## src/hdl/fcser_pkg.sv

```systemverilog
package fcser_pkg;
  // ==========================================================
  // register byte addresses
  localparam logic [7:0] ADDR_SECURITY = 8'h04;
  localparam logic [7:0] ADDR_INDEX = 8'h08;
  localparam logic [7:0] ADDR_RESERVED = 8'h0c;
  localparam logic [7:0] ADDR_CONFIG = 8'h10;
  localparam logic [7:0] ADDR_FAULT_CFG = 8'h14;
  localparam logic [7:0] ADDR_STATUS = 8'h18;
  localparam logic [7:0] ADDR_FAULT_STAT = 8'h1c;
  localparam logic [7:0] ADDR_EVENT_CTRL = 8'h20;
  // ==========================================================
  // field positions
  localparam int BIT_DONE = 7;
  localparam int BIT_ACCESS_ERROR_FLAG = 5;
  localparam int BIT_PVIOL = 4;
  localparam int BIT_BUSY = 3;
  localparam int BIT_IGNORE_SINGLE_FAULT = 4;
  localparam int BIT_DBL = 1;
  localparam int BIT_SGL = 0;
  localparam int INDEX_WIDTH = 3;
  // ==========================================================
  // codes and reset values
  localparam logic [1:0] CODE_OPEN = 2'h2;
  localparam logic [7:0] SEC_ALL_SET = 8'hff;
  localparam logic [7:0] RESET_SEC = 8'hff;
  localparam logic [7:0] RESET_ZERO = 8'h00;
  localparam logic [2:0] RESET_INDEX = 3'h0;
  localparam logic [1:0] HTRANS_NONSEQ = 2'h2;
endpackage

```

## src/hdl/fcser_regs.sv

```systemverilog
`timescale 1ns/10ps
module fcser_regs (
  input wire logic hclk,
  input wire logic hresetn,
  input wire logic hsel,
  input wire logic [31:0] haddr,
  input wire logic [1:0] htrans,
  input wire logic hwrite,
  input wire logic [2:0] hsize,
  input wire logic [31:0] hwdata,
  input wire logic hready,
  output logic [31:0] hrdata,
  output logic hreadyout,
  output logic hresp,
  input wire logic load_valid,
  input wire logic [7:0] load_security_byte,
  input wire logic load_double_fault,
  input wire logic [1:0] load_status,
  input wire logic backdoor_unsecure,
  input wire logic cmd_complete,
  input wire logic [1:0] cmd_error_status,
  input wire logic seq_violation,
  input wire logic prot_violation,
  input wire logic array_read,
  input wire logic ecc_single,
  input wire logic ecc_double,
  input wire logic read_collision,
  output logic cmd_launch,
  output logic [2:0] index_field,
  output logic unsecured,
  output logic backdoor_allowed,
  output logic done_irq,
  output logic single_fault_irq,
  output logic double_fault_irq
);
  // ==========================================================
  // decode helper
  function automatic logic code_open(input logic [1:0] code);
    code_open = (code == fcser_pkg::CODE_OPEN);
  endfunction

  // ==========================================================
  // bus state
  logic wr_pend_reg, wr_pend_next;
  logic [7:0] addr_reg, addr_next;
  logic [31:0] hrdata_reg, hrdata_next;
  logic wr_en;
  logic [7:0] wdat;

  // ==========================================================
  // register state
  logic [7:0] security_register_reg, security_register_next;
  logic [2:0] index_reg, index_next;
  logic done_irq_enable_reg, done_irq_enable_next;
  logic ignore_single_fault_reg, ignore_single_fault_next;
  logic force_double_fault_reg, force_double_fault_next;
  logic force_single_fault_reg, force_single_fault_next;
  logic double_fault_irq_enable_reg, double_fault_irq_enable_next;
  logic single_fault_irq_enable_reg, single_fault_irq_enable_next;
  logic command_done_flag_reg, command_done_flag_next;
  logic access_error_flag_reg, access_error_flag_next;
  logic protect_violation_flag_reg, protect_violation_flag_next;
  logic [1:0] completion_status_reg, completion_status_next;
  logic double_fault_flag_reg, double_fault_flag_next;
  logic single_fault_flag_reg, single_fault_flag_next;
  logic rd_pend_reg, rd_pend_next;
  logic rd_sgl_reg, rd_sgl_next;
  logic rd_dbl_reg, rd_dbl_next;
  logic rd_col_reg, rd_col_next;
  logic launch_reg, launch_next;
  logic unsecured_reg, unsecured_next;
  logic backdoor_reg, backdoor_next;
  logic done_irq_reg, done_irq_next;
  logic sgl_irq_reg, sgl_irq_next;
  logic dbl_irq_reg, dbl_irq_next;
  logic hreadyout_reg, hreadyout_next;
  logic hresp_reg, hresp_next;
  logic [7:0] status_view;

  assign wr_en = wr_pend_reg;
  assign wdat = hwdata[7:0];

  // ==========================================================
  // ahb-lite slave, zero wait states, always okay
  always_comb begin
    wr_pend_next = 1'b0;
    addr_next = addr_reg;
    hrdata_next = 32'h00000000;
    hreadyout_next = 1'b1;
    hresp_next = 1'b0;
    if (hsel && hready && htrans == fcser_pkg::HTRANS_NONSEQ) begin
      addr_next = haddr[7:0];
      wr_pend_next = hwrite;
      if (!hwrite) begin
        if (haddr[7:0] == fcser_pkg::ADDR_SECURITY) begin
          hrdata_next[7:0] = security_register_reg;
        end else if (haddr[7:0] == fcser_pkg::ADDR_INDEX) begin
          hrdata_next[fcser_pkg::INDEX_WIDTH-1:0] = index_reg;
        end else if (haddr[7:0] == fcser_pkg::ADDR_RESERVED) begin
          hrdata_next = 32'h00000000;
        end else if (haddr[7:0] == fcser_pkg::ADDR_CONFIG) begin
          hrdata_next[fcser_pkg::BIT_DONE] = done_irq_enable_reg;
          hrdata_next[fcser_pkg::BIT_IGNORE_SINGLE_FAULT] = ignore_single_fault_reg;
          hrdata_next[fcser_pkg::BIT_DBL] = force_double_fault_reg;
          hrdata_next[fcser_pkg::BIT_SGL] = force_single_fault_reg;
        end else if (haddr[7:0] == fcser_pkg::ADDR_FAULT_CFG) begin
          hrdata_next[fcser_pkg::BIT_DBL] = double_fault_irq_enable_reg;
          hrdata_next[fcser_pkg::BIT_SGL] = single_fault_irq_enable_reg;
        end else if (haddr[7:0] == fcser_pkg::ADDR_STATUS) begin
          hrdata_next[7:0] = status_view;
        end else if (haddr[7:0] == fcser_pkg::ADDR_FAULT_STAT) begin
          hrdata_next[fcser_pkg::BIT_DBL] = double_fault_flag_reg;
          hrdata_next[fcser_pkg::BIT_SGL] = single_fault_flag_reg;
        end else begin
          hrdata_next = 32'h00000000;
        end
      end
    end
  end

  // ==========================================================
  // status view: busy equals done low, bit 2 reserved zero
  always_comb begin
    status_view = 8'h00;
    status_view[fcser_pkg::BIT_DONE] = command_done_flag_reg;
    status_view[fcser_pkg::BIT_ACCESS_ERROR_FLAG] = access_error_flag_reg;
    status_view[fcser_pkg::BIT_PVIOL] = protect_violation_flag_reg;
    status_view[fcser_pkg::BIT_BUSY] = !command_done_flag_reg;
    status_view[1:0] = completion_status_reg;
  end

  // ==========================================================
  // register next-state
  always_comb begin
    security_register_next = security_register_reg;
    index_next = index_reg;
    done_irq_enable_next = done_irq_enable_reg;
    ignore_single_fault_next = ignore_single_fault_reg;
    force_double_fault_next = force_double_fault_reg;
    force_single_fault_next = force_single_fault_reg;
    double_fault_irq_enable_next = double_fault_irq_enable_reg;
    single_fault_irq_enable_next = single_fault_irq_enable_reg;
    command_done_flag_next = command_done_flag_reg;
    access_error_flag_next = access_error_flag_reg;
    protect_violation_flag_next = protect_violation_flag_reg;
    completion_status_next = completion_status_reg;
    double_fault_flag_next = double_fault_flag_reg;
    single_fault_flag_next = single_fault_flag_reg;
    launch_next = 1'b0;
    // reset sequence load
    if (load_valid) begin
      security_register_next = load_double_fault ? fcser_pkg::SEC_ALL_SET : load_security_byte;
      completion_status_next = load_status;
    end
    if (backdoor_unsecure) begin
      security_register_next[1:0] = fcser_pkg::CODE_OPEN;
    end
    // software writes
    if (wr_en) begin
      if (addr_reg == fcser_pkg::ADDR_INDEX) begin
        index_next = wdat[fcser_pkg::INDEX_WIDTH-1:0];
      end else if (addr_reg == fcser_pkg::ADDR_CONFIG) begin
        done_irq_enable_next = wdat[fcser_pkg::BIT_DONE];
        ignore_single_fault_next = wdat[fcser_pkg::BIT_IGNORE_SINGLE_FAULT];
        force_double_fault_next = wdat[fcser_pkg::BIT_DBL];
        force_single_fault_next = wdat[fcser_pkg::BIT_SGL];
      end else if (addr_reg == fcser_pkg::ADDR_FAULT_CFG) begin
        double_fault_irq_enable_next = wdat[fcser_pkg::BIT_DBL];
        single_fault_irq_enable_next = wdat[fcser_pkg::BIT_SGL];
      end else if (addr_reg == fcser_pkg::ADDR_STATUS) begin
        if (wdat[fcser_pkg::BIT_ACCESS_ERROR_FLAG]) begin
          access_error_flag_next = 1'b0;
        end
        if (wdat[fcser_pkg::BIT_PVIOL]) begin
          protect_violation_flag_next = 1'b0;
        end
        if (wdat[fcser_pkg::BIT_DONE] && command_done_flag_reg &&
            !access_error_flag_reg && !protect_violation_flag_reg) begin
          command_done_flag_next = 1'b0;
          completion_status_next = 2'h0;
          launch_next = 1'b1;
        end
      end else if (addr_reg == fcser_pkg::ADDR_FAULT_STAT) begin
        if (wdat[fcser_pkg::BIT_DBL]) begin
          double_fault_flag_next = 1'b0;
        end
        if (wdat[fcser_pkg::BIT_SGL]) begin
          single_fault_flag_next = 1'b0;
        end
      end
    end
    // hardware events win over clears
    if (seq_violation) begin
      access_error_flag_next = 1'b1;
    end
    if (prot_violation) begin
      protect_violation_flag_next = 1'b1;
    end
    if (!command_done_flag_reg && (cmd_complete || seq_violation || prot_violation)) begin
      command_done_flag_next = 1'b1;
      completion_status_next = completion_status_reg | cmd_error_status;
    end
    // fault flags one cycle after the read
    if (rd_pend_reg) begin
      if (rd_col_reg) begin
        double_fault_flag_next = 1'b1;
        single_fault_flag_next = !ignore_single_fault_reg || single_fault_flag_next;
      end else if (rd_dbl_reg) begin
        double_fault_flag_next = 1'b1;
      end else if (rd_sgl_reg && !ignore_single_fault_reg) begin
        single_fault_flag_next = 1'b1;
      end
      if (force_double_fault_reg) begin
        double_fault_flag_next = 1'b1;
      end
      if (force_single_fault_reg && !ignore_single_fault_reg) begin
        single_fault_flag_next = 1'b1;
      end
    end
  end

  // ==========================================================
  // read capture for one-cycle flag delay
  always_comb begin
    rd_pend_next = array_read;
    rd_sgl_next = array_read && ecc_single;
    rd_dbl_next = array_read && ecc_double;
    rd_col_next = array_read && read_collision;
  end

  // ==========================================================
  // output levels
  always_comb begin
    unsecured_next = code_open(security_register_reg[1:0]);
    backdoor_next = code_open(security_register_reg[7:6]);
    done_irq_next = done_irq_enable_reg && command_done_flag_reg;
    sgl_irq_next = single_fault_irq_enable_reg && single_fault_flag_reg;
    dbl_irq_next = double_fault_irq_enable_reg && double_fault_flag_reg;
  end

  // ==========================================================
  // registers
  always_ff @(posedge hclk or negedge hresetn) begin
    if (!hresetn) begin
      wr_pend_reg <= 1'b0;
      addr_reg <= fcser_pkg::RESET_ZERO;
      hrdata_reg <= 32'h00000000;
      security_register_reg <= fcser_pkg::RESET_SEC;
      index_reg <= fcser_pkg::RESET_INDEX;
      done_irq_enable_reg <= 1'b0;
      ignore_single_fault_reg <= 1'b0;
      force_double_fault_reg <= 1'b0;
      force_single_fault_reg <= 1'b0;
      double_fault_irq_enable_reg <= 1'b0;
      single_fault_irq_enable_reg <= 1'b0;
      command_done_flag_reg <= 1'b1;
      access_error_flag_reg <= 1'b0;
      protect_violation_flag_reg <= 1'b0;
      completion_status_reg <= 2'h0;
      double_fault_flag_reg <= 1'b0;
      single_fault_flag_reg <= 1'b0;
      rd_pend_reg <= 1'b0;
      rd_sgl_reg <= 1'b0;
      rd_dbl_reg <= 1'b0;
      rd_col_reg <= 1'b0;
      launch_reg <= 1'b0;
      unsecured_reg <= 1'b0;
      backdoor_reg <= 1'b0;
      done_irq_reg <= 1'b0;
      sgl_irq_reg <= 1'b0;
      dbl_irq_reg <= 1'b0;
      hreadyout_reg <= 1'b1;
      hresp_reg <= 1'b0;
    end else begin
      wr_pend_reg <= wr_pend_next;
      addr_reg <= addr_next;
      hrdata_reg <= hrdata_next;
      security_register_reg <= security_register_next;
      index_reg <= index_next;
      done_irq_enable_reg <= done_irq_enable_next;
      ignore_single_fault_reg <= ignore_single_fault_next;
      force_double_fault_reg <= force_double_fault_next;
      force_single_fault_reg <= force_single_fault_next;
      double_fault_irq_enable_reg <= double_fault_irq_enable_next;
      single_fault_irq_enable_reg <= single_fault_irq_enable_next;
      command_done_flag_reg <= command_done_flag_next;
      access_error_flag_reg <= access_error_flag_next;
      protect_violation_flag_reg <= protect_violation_flag_next;
      completion_status_reg <= completion_status_next;
      double_fault_flag_reg <= double_fault_flag_next;
      single_fault_flag_reg <= single_fault_flag_next;
      rd_pend_reg <= rd_pend_next;
      rd_sgl_reg <= rd_sgl_next;
      rd_dbl_reg <= rd_dbl_next;
      rd_col_reg <= rd_col_next;
      launch_reg <= launch_next;
      unsecured_reg <= unsecured_next;
      backdoor_reg <= backdoor_next;
      done_irq_reg <= done_irq_next;
      sgl_irq_reg <= sgl_irq_next;
      dbl_irq_reg <= dbl_irq_next;
      hreadyout_reg <= hreadyout_next;
      hresp_reg <= hresp_next;
    end
  end

  // ==========================================================
  // outputs
  assign hrdata = hrdata_reg;
  assign hreadyout = hreadyout_reg;
  assign hresp = hresp_reg;
  assign cmd_launch = launch_reg;
  assign index_field = index_reg;
  assign unsecured = unsecured_reg;
  assign backdoor_allowed = backdoor_reg;
  assign done_irq = done_irq_reg;
  assign single_fault_irq = sgl_irq_reg;
  assign double_fault_irq = dbl_irq_reg;
endmodule

```

## config.mk

```make
export PLATFORM = sky130hd
export DESIGN_NAME = fcser_regs
export DESIGN_NICKNAME = d
export VERILOG_FILES = /design/src/hdl/fcser_pkg.sv /design/src/hdl/fcser_regs.sv
export SDC_FILE = /design/constraint.sdc
export NUM_CORES = 1
export LEC_CHECK = 0
export BUFFER_PORTS_ARGS = -buffer_cell sky130_fd_sc_hd__buf_2
export CAP_MARGIN = 25
export CORE_MARGIN = 2
export CORE_UTILIZATION = 45
export DETAILED_ROUTE_END_ITERATION = 7
export PLACE_DENSITY = 0.81
export RECOVER_POWER = 50
export SYNTH_ARGS = -nofsm -noshare
export SYNTH_HDL_FRONTEND = slang
export SYNTH_SLANG_ARGS = --single-unit
```

## constraint.sdc

```tcl
create_clock -name hclk -period 2.9 [get_ports hclk]
set_input_delay 0.145 -clock hclk [delete_from_list [all_inputs] [get_ports hclk]]
set_output_delay 0.145 -clock hclk [all_outputs]
set_load 0.03 [all_outputs]
```

Word level (Yosys, flattened, before mapping)
Index checks and enable logic that the tools add are counted.
{"block": "op_classes", "n_eq_ne": 24, "mux": 95, "bitwise_logic": 3, "reduce_logical": 37}
{"operator": "$mux 30", "n": 9}
{"operator": "$mux 32", "n": 3}
{"operator": "$mux 8", "n": 10}
{"operator": "$mux 24", "n": 3}
{"operator": "$eq 8x5->1 const B", "n": 8}
{"operator": "$mux 1", "n": 53}
{"operator": "$mux 2", "n": 15}
{"operator": "$mux 29", "n": 1}
{"operator": "$eq 8x4->1 const B", "n": 3}
{"operator": "$reduce_bool 2->1", "n": 10}
{"operator": "$reduce_and 6->1", "n": 3}
{"operator": "$logic_and 1x1->1", "n": 14}
{"operator": "$ne 2x2->1 const B", "n": 6}
{"operator": "$eq 8x3->1 const B", "n": 1}
{"operator": "$eq 2x2->1 const B", "n": 3}
{"operator": "$ne 2x1->1 const B", "n": 3}
{"operator": "$logic_not 1->1", "n": 4}
{"operator": "$reduce_and 4->1", "n": 1}
{"operator": "$logic_or 1x1->1", "n": 3}
{"operator": "$mux 3", "n": 1}
{"operator": "$reduce_and 3->1", "n": 1}
{"operator": "$not 1->1", "n": 2}
{"operator": "$or 2x2->2", "n": 1}
{"operator": "$reduce_and 2->1", "n": 1}
{"block": "totals", "register_bits": 75, "in_bits": 96, "out_inout_bits": 43, "elab_cells": 187}

Longest topological paths before layout
{"block": "logic_depth", "ltp_word": 24, "depth_mapped": 4, "depth_no_buf": 3}

Worst setup path before layout
OpenSTA, ideal clock, no wires.
{"block": "synth_path", "path_kind": "register -> register", "start": "register addr_reg[7]", "end": "register index_reg[0] (netlist: index_field[0])", "setup_ns": 0.125, "t_arrival_ns": 1.540, "required_ns": 2.775, "path_slack_ns": 1.235, "stages_incl_launch_ff": 4, "path_buffers": 0, "synth_period_minus_slack_ns": 1.665, "path_cell_list": "dfrtp_1 -> or4b_4 -> nor3_4 -> mux2_2"}
{"block": "synth_via", "elab_chain_cells": 2}
{"item": "start, declared", "line": "fcser_regs.sv:45", "source": "logic [7:0] addr_reg, addr_next;"}
{"item": "start signal, assigned", "line": "fcser_regs.sv:246", "source": "addr_reg <= fcser_pkg::RESET_ZERO;"}
{"item": "start signal, assigned", "line": "fcser_regs.sv:276", "source": "addr_reg <= addr_next;"}
{"item": "$eq 8x4->1", "line": "fcser_regs.sv:160", "source": "if (addr_reg == fcser_pkg::ADDR_INDEX) begin"}
{"item": "$reduce_and 2->1 (no source line)"}
{"item": "end signal, assigned", "line": "fcser_regs.sv:249", "source": "index_reg <= fcser_pkg::RESET_INDEX;"}
{"item": "end signal, assigned", "line": "fcser_regs.sv:279", "source": "index_reg <= index_next;"}
{"item": "end, declared", "line": "fcser_regs.sv:53", "source": "logic [2:0] index_reg, index_next;"}
Every way passes these cells.
A chain may end at the register's enable or synchronous reset.

==> run summary <==
Root Driver: clkbuf_8
sequential group share of total power: 56.0%
Post-Synth Simple-Gate Area: 19.3%
synthesized area: 2510 sq um
# port buffers: 59
CTS Sinks: 51
Leak: 1.30 nW
Post-Route WL: 5130 um
chip height: 78.7 um
first-pass detailed-route iteration total: 4
Die W: 78.7 um
mux cell area share after synthesis: 10.3%
XOR/XNOR Fraction of Synth Area: 0%
placed insts: 330
Comb power frac: 16.0%
startpoint types: primary input
nets: 364
worst rel slew slack: 27.8%
IO Pins: 139
endpoint type of the worst setup path: asynchronous set/reset pin
fin crit period: 1.88 ns
cells along the critical path: dlygate4sd3_1 > clkbuf_1 > clkbuf_2
Netlist cell types: 41
fin util: 53.3%
Final Hold Vio Count: 0
NetSw: 407 uW
Max-cap violations: 0
Net Sw Frac: 28.0%
layout cells sized above 1: 34.9%
clock skew: 0.00962 ns
commonest non-fill, non-tap cell in the layout: buf_2
crit path launch: hresetn
Mean Syn Cell Area: 12.2 sq um
crit path max-delay cell type: clkbuf_1
CTS Buf Count: 5
most frequent cells in the layout: 57 x buf_2, 42 x dfrtp_1, 26 x conb_1
Primary FF master, synth: dfrtp_1
filler cell count: 507
r2r startpoint: addr_reg[7]$_DFFE_PN0P_
diode count: 0
largest area contributor in the synthesized netlist: dfrtp_1
Initial DRC Count: 94
Required @ worst endpoint: 3.24 ns
adder-cell share of the synthesized area: 0%
standard-cell rows: 27
Post-route DRC: 0
# H-tree levels: 2
CP arrival: 2.23 ns
Worst-Margin Slew: 1.08 ns
Critical Path Fanout Max: 32
sequential-to-total area share from yosys stat: 51.3%
design internal power: 1.05 mW
Seq. cell area: 1290 sq um
Worst-Skew Late Latency: 0.30 ns
WL per Instance: 15.0 um
vias: 1721
Routed Antenna Nets: 0
vias per std cell: 5.05
Final setup viols: 0
number of antenna violations at the first check in global routing: 0
all-layer global routing usage: 17.5%
gpl congestion: 0.764
power share of the clock group: 28.0%
Largest stage delay, worst path: 0.80 ns
Post-Route Setup TNS: 0 ns
total global routing overflow: 0
VDD IR max: 0.266 mV
maximum clock path buffer count: 2
Multi-input gate area: 1080 sq um
Starting Density: 46.2%
Synth top area share: 41.9%
status: complete, no violations
Synth Instances: 205
DP HPWL: 3850 um
die area: 6190 sq um
Post-synth EDFFs: 0
Seq cells post-synth: 51
# Post-CTS Setup Buffers: 0
post-synthesis compound-gate area fraction: 9.42%
RSZ-0062 raised after global routing: false
Ys Warns: 0
f_max: 0.531 GHz
total chip power: 1.45 mW
Layout Area Growth over Synthesis: 15.3%
Cell Count, Final, Fillers Out: 341
period utilization: 65.0%
Slew Viols, Final: 0
Core Region: 5440 sq um
FFs w/ async S/R, synth: 100%
synth top area cells: dfrtp_1 42%, dfstp_2 9.4%, mux2_2 8.5%
pwr dens: 502 nW/um^2
Hold Crit Start: ecc_single
TritonCTS clock tree: built
Hold WC Path Type: primary input to flop
Reg clk slew, reported paths: 0.08 ns
largest net degree at the start of global routing: 33
critical path class: primary input to asynchronous set/reset pin
vias in the first global route: 1723
first-pass GRT wire length: 8290 um
largest family of logic cells by synthesized area: simple AND/OR/NAND/NOR gates
power by group through the flow:
stage	Combinational [mW]	Clock, mW	Sequential [mW]
after global routing	0.251	0.452	0.824
after CTS	0.237	0.418	0.817
final	0.232	0.407	0.814
after floorplan	0.177	0	0.824
after global placement	0.222	0	0.827
after detailed placement	0.231	0	0.830
final timing paths:
check,slack (ns),depth (start not counted),end
worst max-delay path,1.02,3,access_error_flag_reg$_DFFE_PN0P_
worst min-delay path,0.05,2,rd_sgl_reg$_DFF_PN0_
worst max register to register,1.11,3,index_field[0]$_DFFE_PN0P_
worst min register to register,0.51,1,access_error_flag_reg$_DFFE_PN0P_
max in group hclk,1.11,3,index_field[0]$_DFFE_PN0P_
min in group asynchronous,0.57,2,single_fault_irq$_DFF_PN0_
layout make-up:
cell class              count  share of cell area (%)
well taps                  72                    3.11
clock inverters             1                   0.173
clock buffers               7                    2.98
multi-input cells         141                    37.2
flip-flops and latches     51                    44.4
inverters                   6                   0.778
repair buffers             63                    11.3
cell families (layout without fill, tap and decap cells):
family	count (synthesis)	after routing
buffers and inverters	37	77
AOI/OAI and AO/OA	31	31
muxes	21	21
other	2	26
DFF	51	51
and+or+nand+nor	63	63
per-stage QoR:
| stage | worst slack (ns) | hold slack, ns | area (sq um) |
|---|---|---|---|
| floorplan | 1.24 | -0.151 | 2600 |
| global placement | 1.15 | 0.282 | 2770 |
| detailed placement | 1.12 | 0.130 | 2790 |
| CTS | 1.10 | 0.0463 | 2910 |
| global route | 0.655 | 0.0576 | 2900 |
| finish | 1.02 | 0.0545 | 2900 |
Yosys cell counts (all sizes together) (2+ instances only):
| master | instances |
|---|---|
| dfrtp | 42 |
| nand4 | 6 |
| nand2b | 5 |
| o211ai | 6 |
| mux4 | 2 |
| a21oi | 5 |
| dfstp | 9 |
| nor4 | 2 |
| nor3 | 3 |
| mux2 | 19 |
| o21ai | 2 |
| nor2 | 8 |
| or4b | 2 |
| o2111a | 2 |
| clkbuf | 4 |
| or3 | 2 |
| a211o | 2 |
| inv | 6 |
| nor2b | 9 |
| o41ai | 2 |
| conb | 2 |
| and2 | 7 |
| buf | 27 |
| and3 | 2 |
| nand4b | 9 |
| nor3b | 2 |
| a21o | 2 |
| nor4b | 3 |
| o22a | 5 |
what timing repair did:
action,4_1_cts,5_1_grt
hold buffers,3,0
resized for setup,0,0
hold endpoints to repair,21,0
setup endpoints to repair,0,0
critical path, delay by kind of cell:
family / cells / cell delay (ns)
buffers and inverters: 3 / 2.07
layer usage:
metal | global-route usage [%] | vias up | part of all wire [%]
met4 | 5.09 | 0 | 1.3
li1 | - | 820 | -
met5 | 0 | - | 0
met2 | 30.3 | 64 | 51
met3 | 3.98 | 8 | 6.3
met1 | 21.9 | 829 | 42
(Power assumes the default switching activity.)
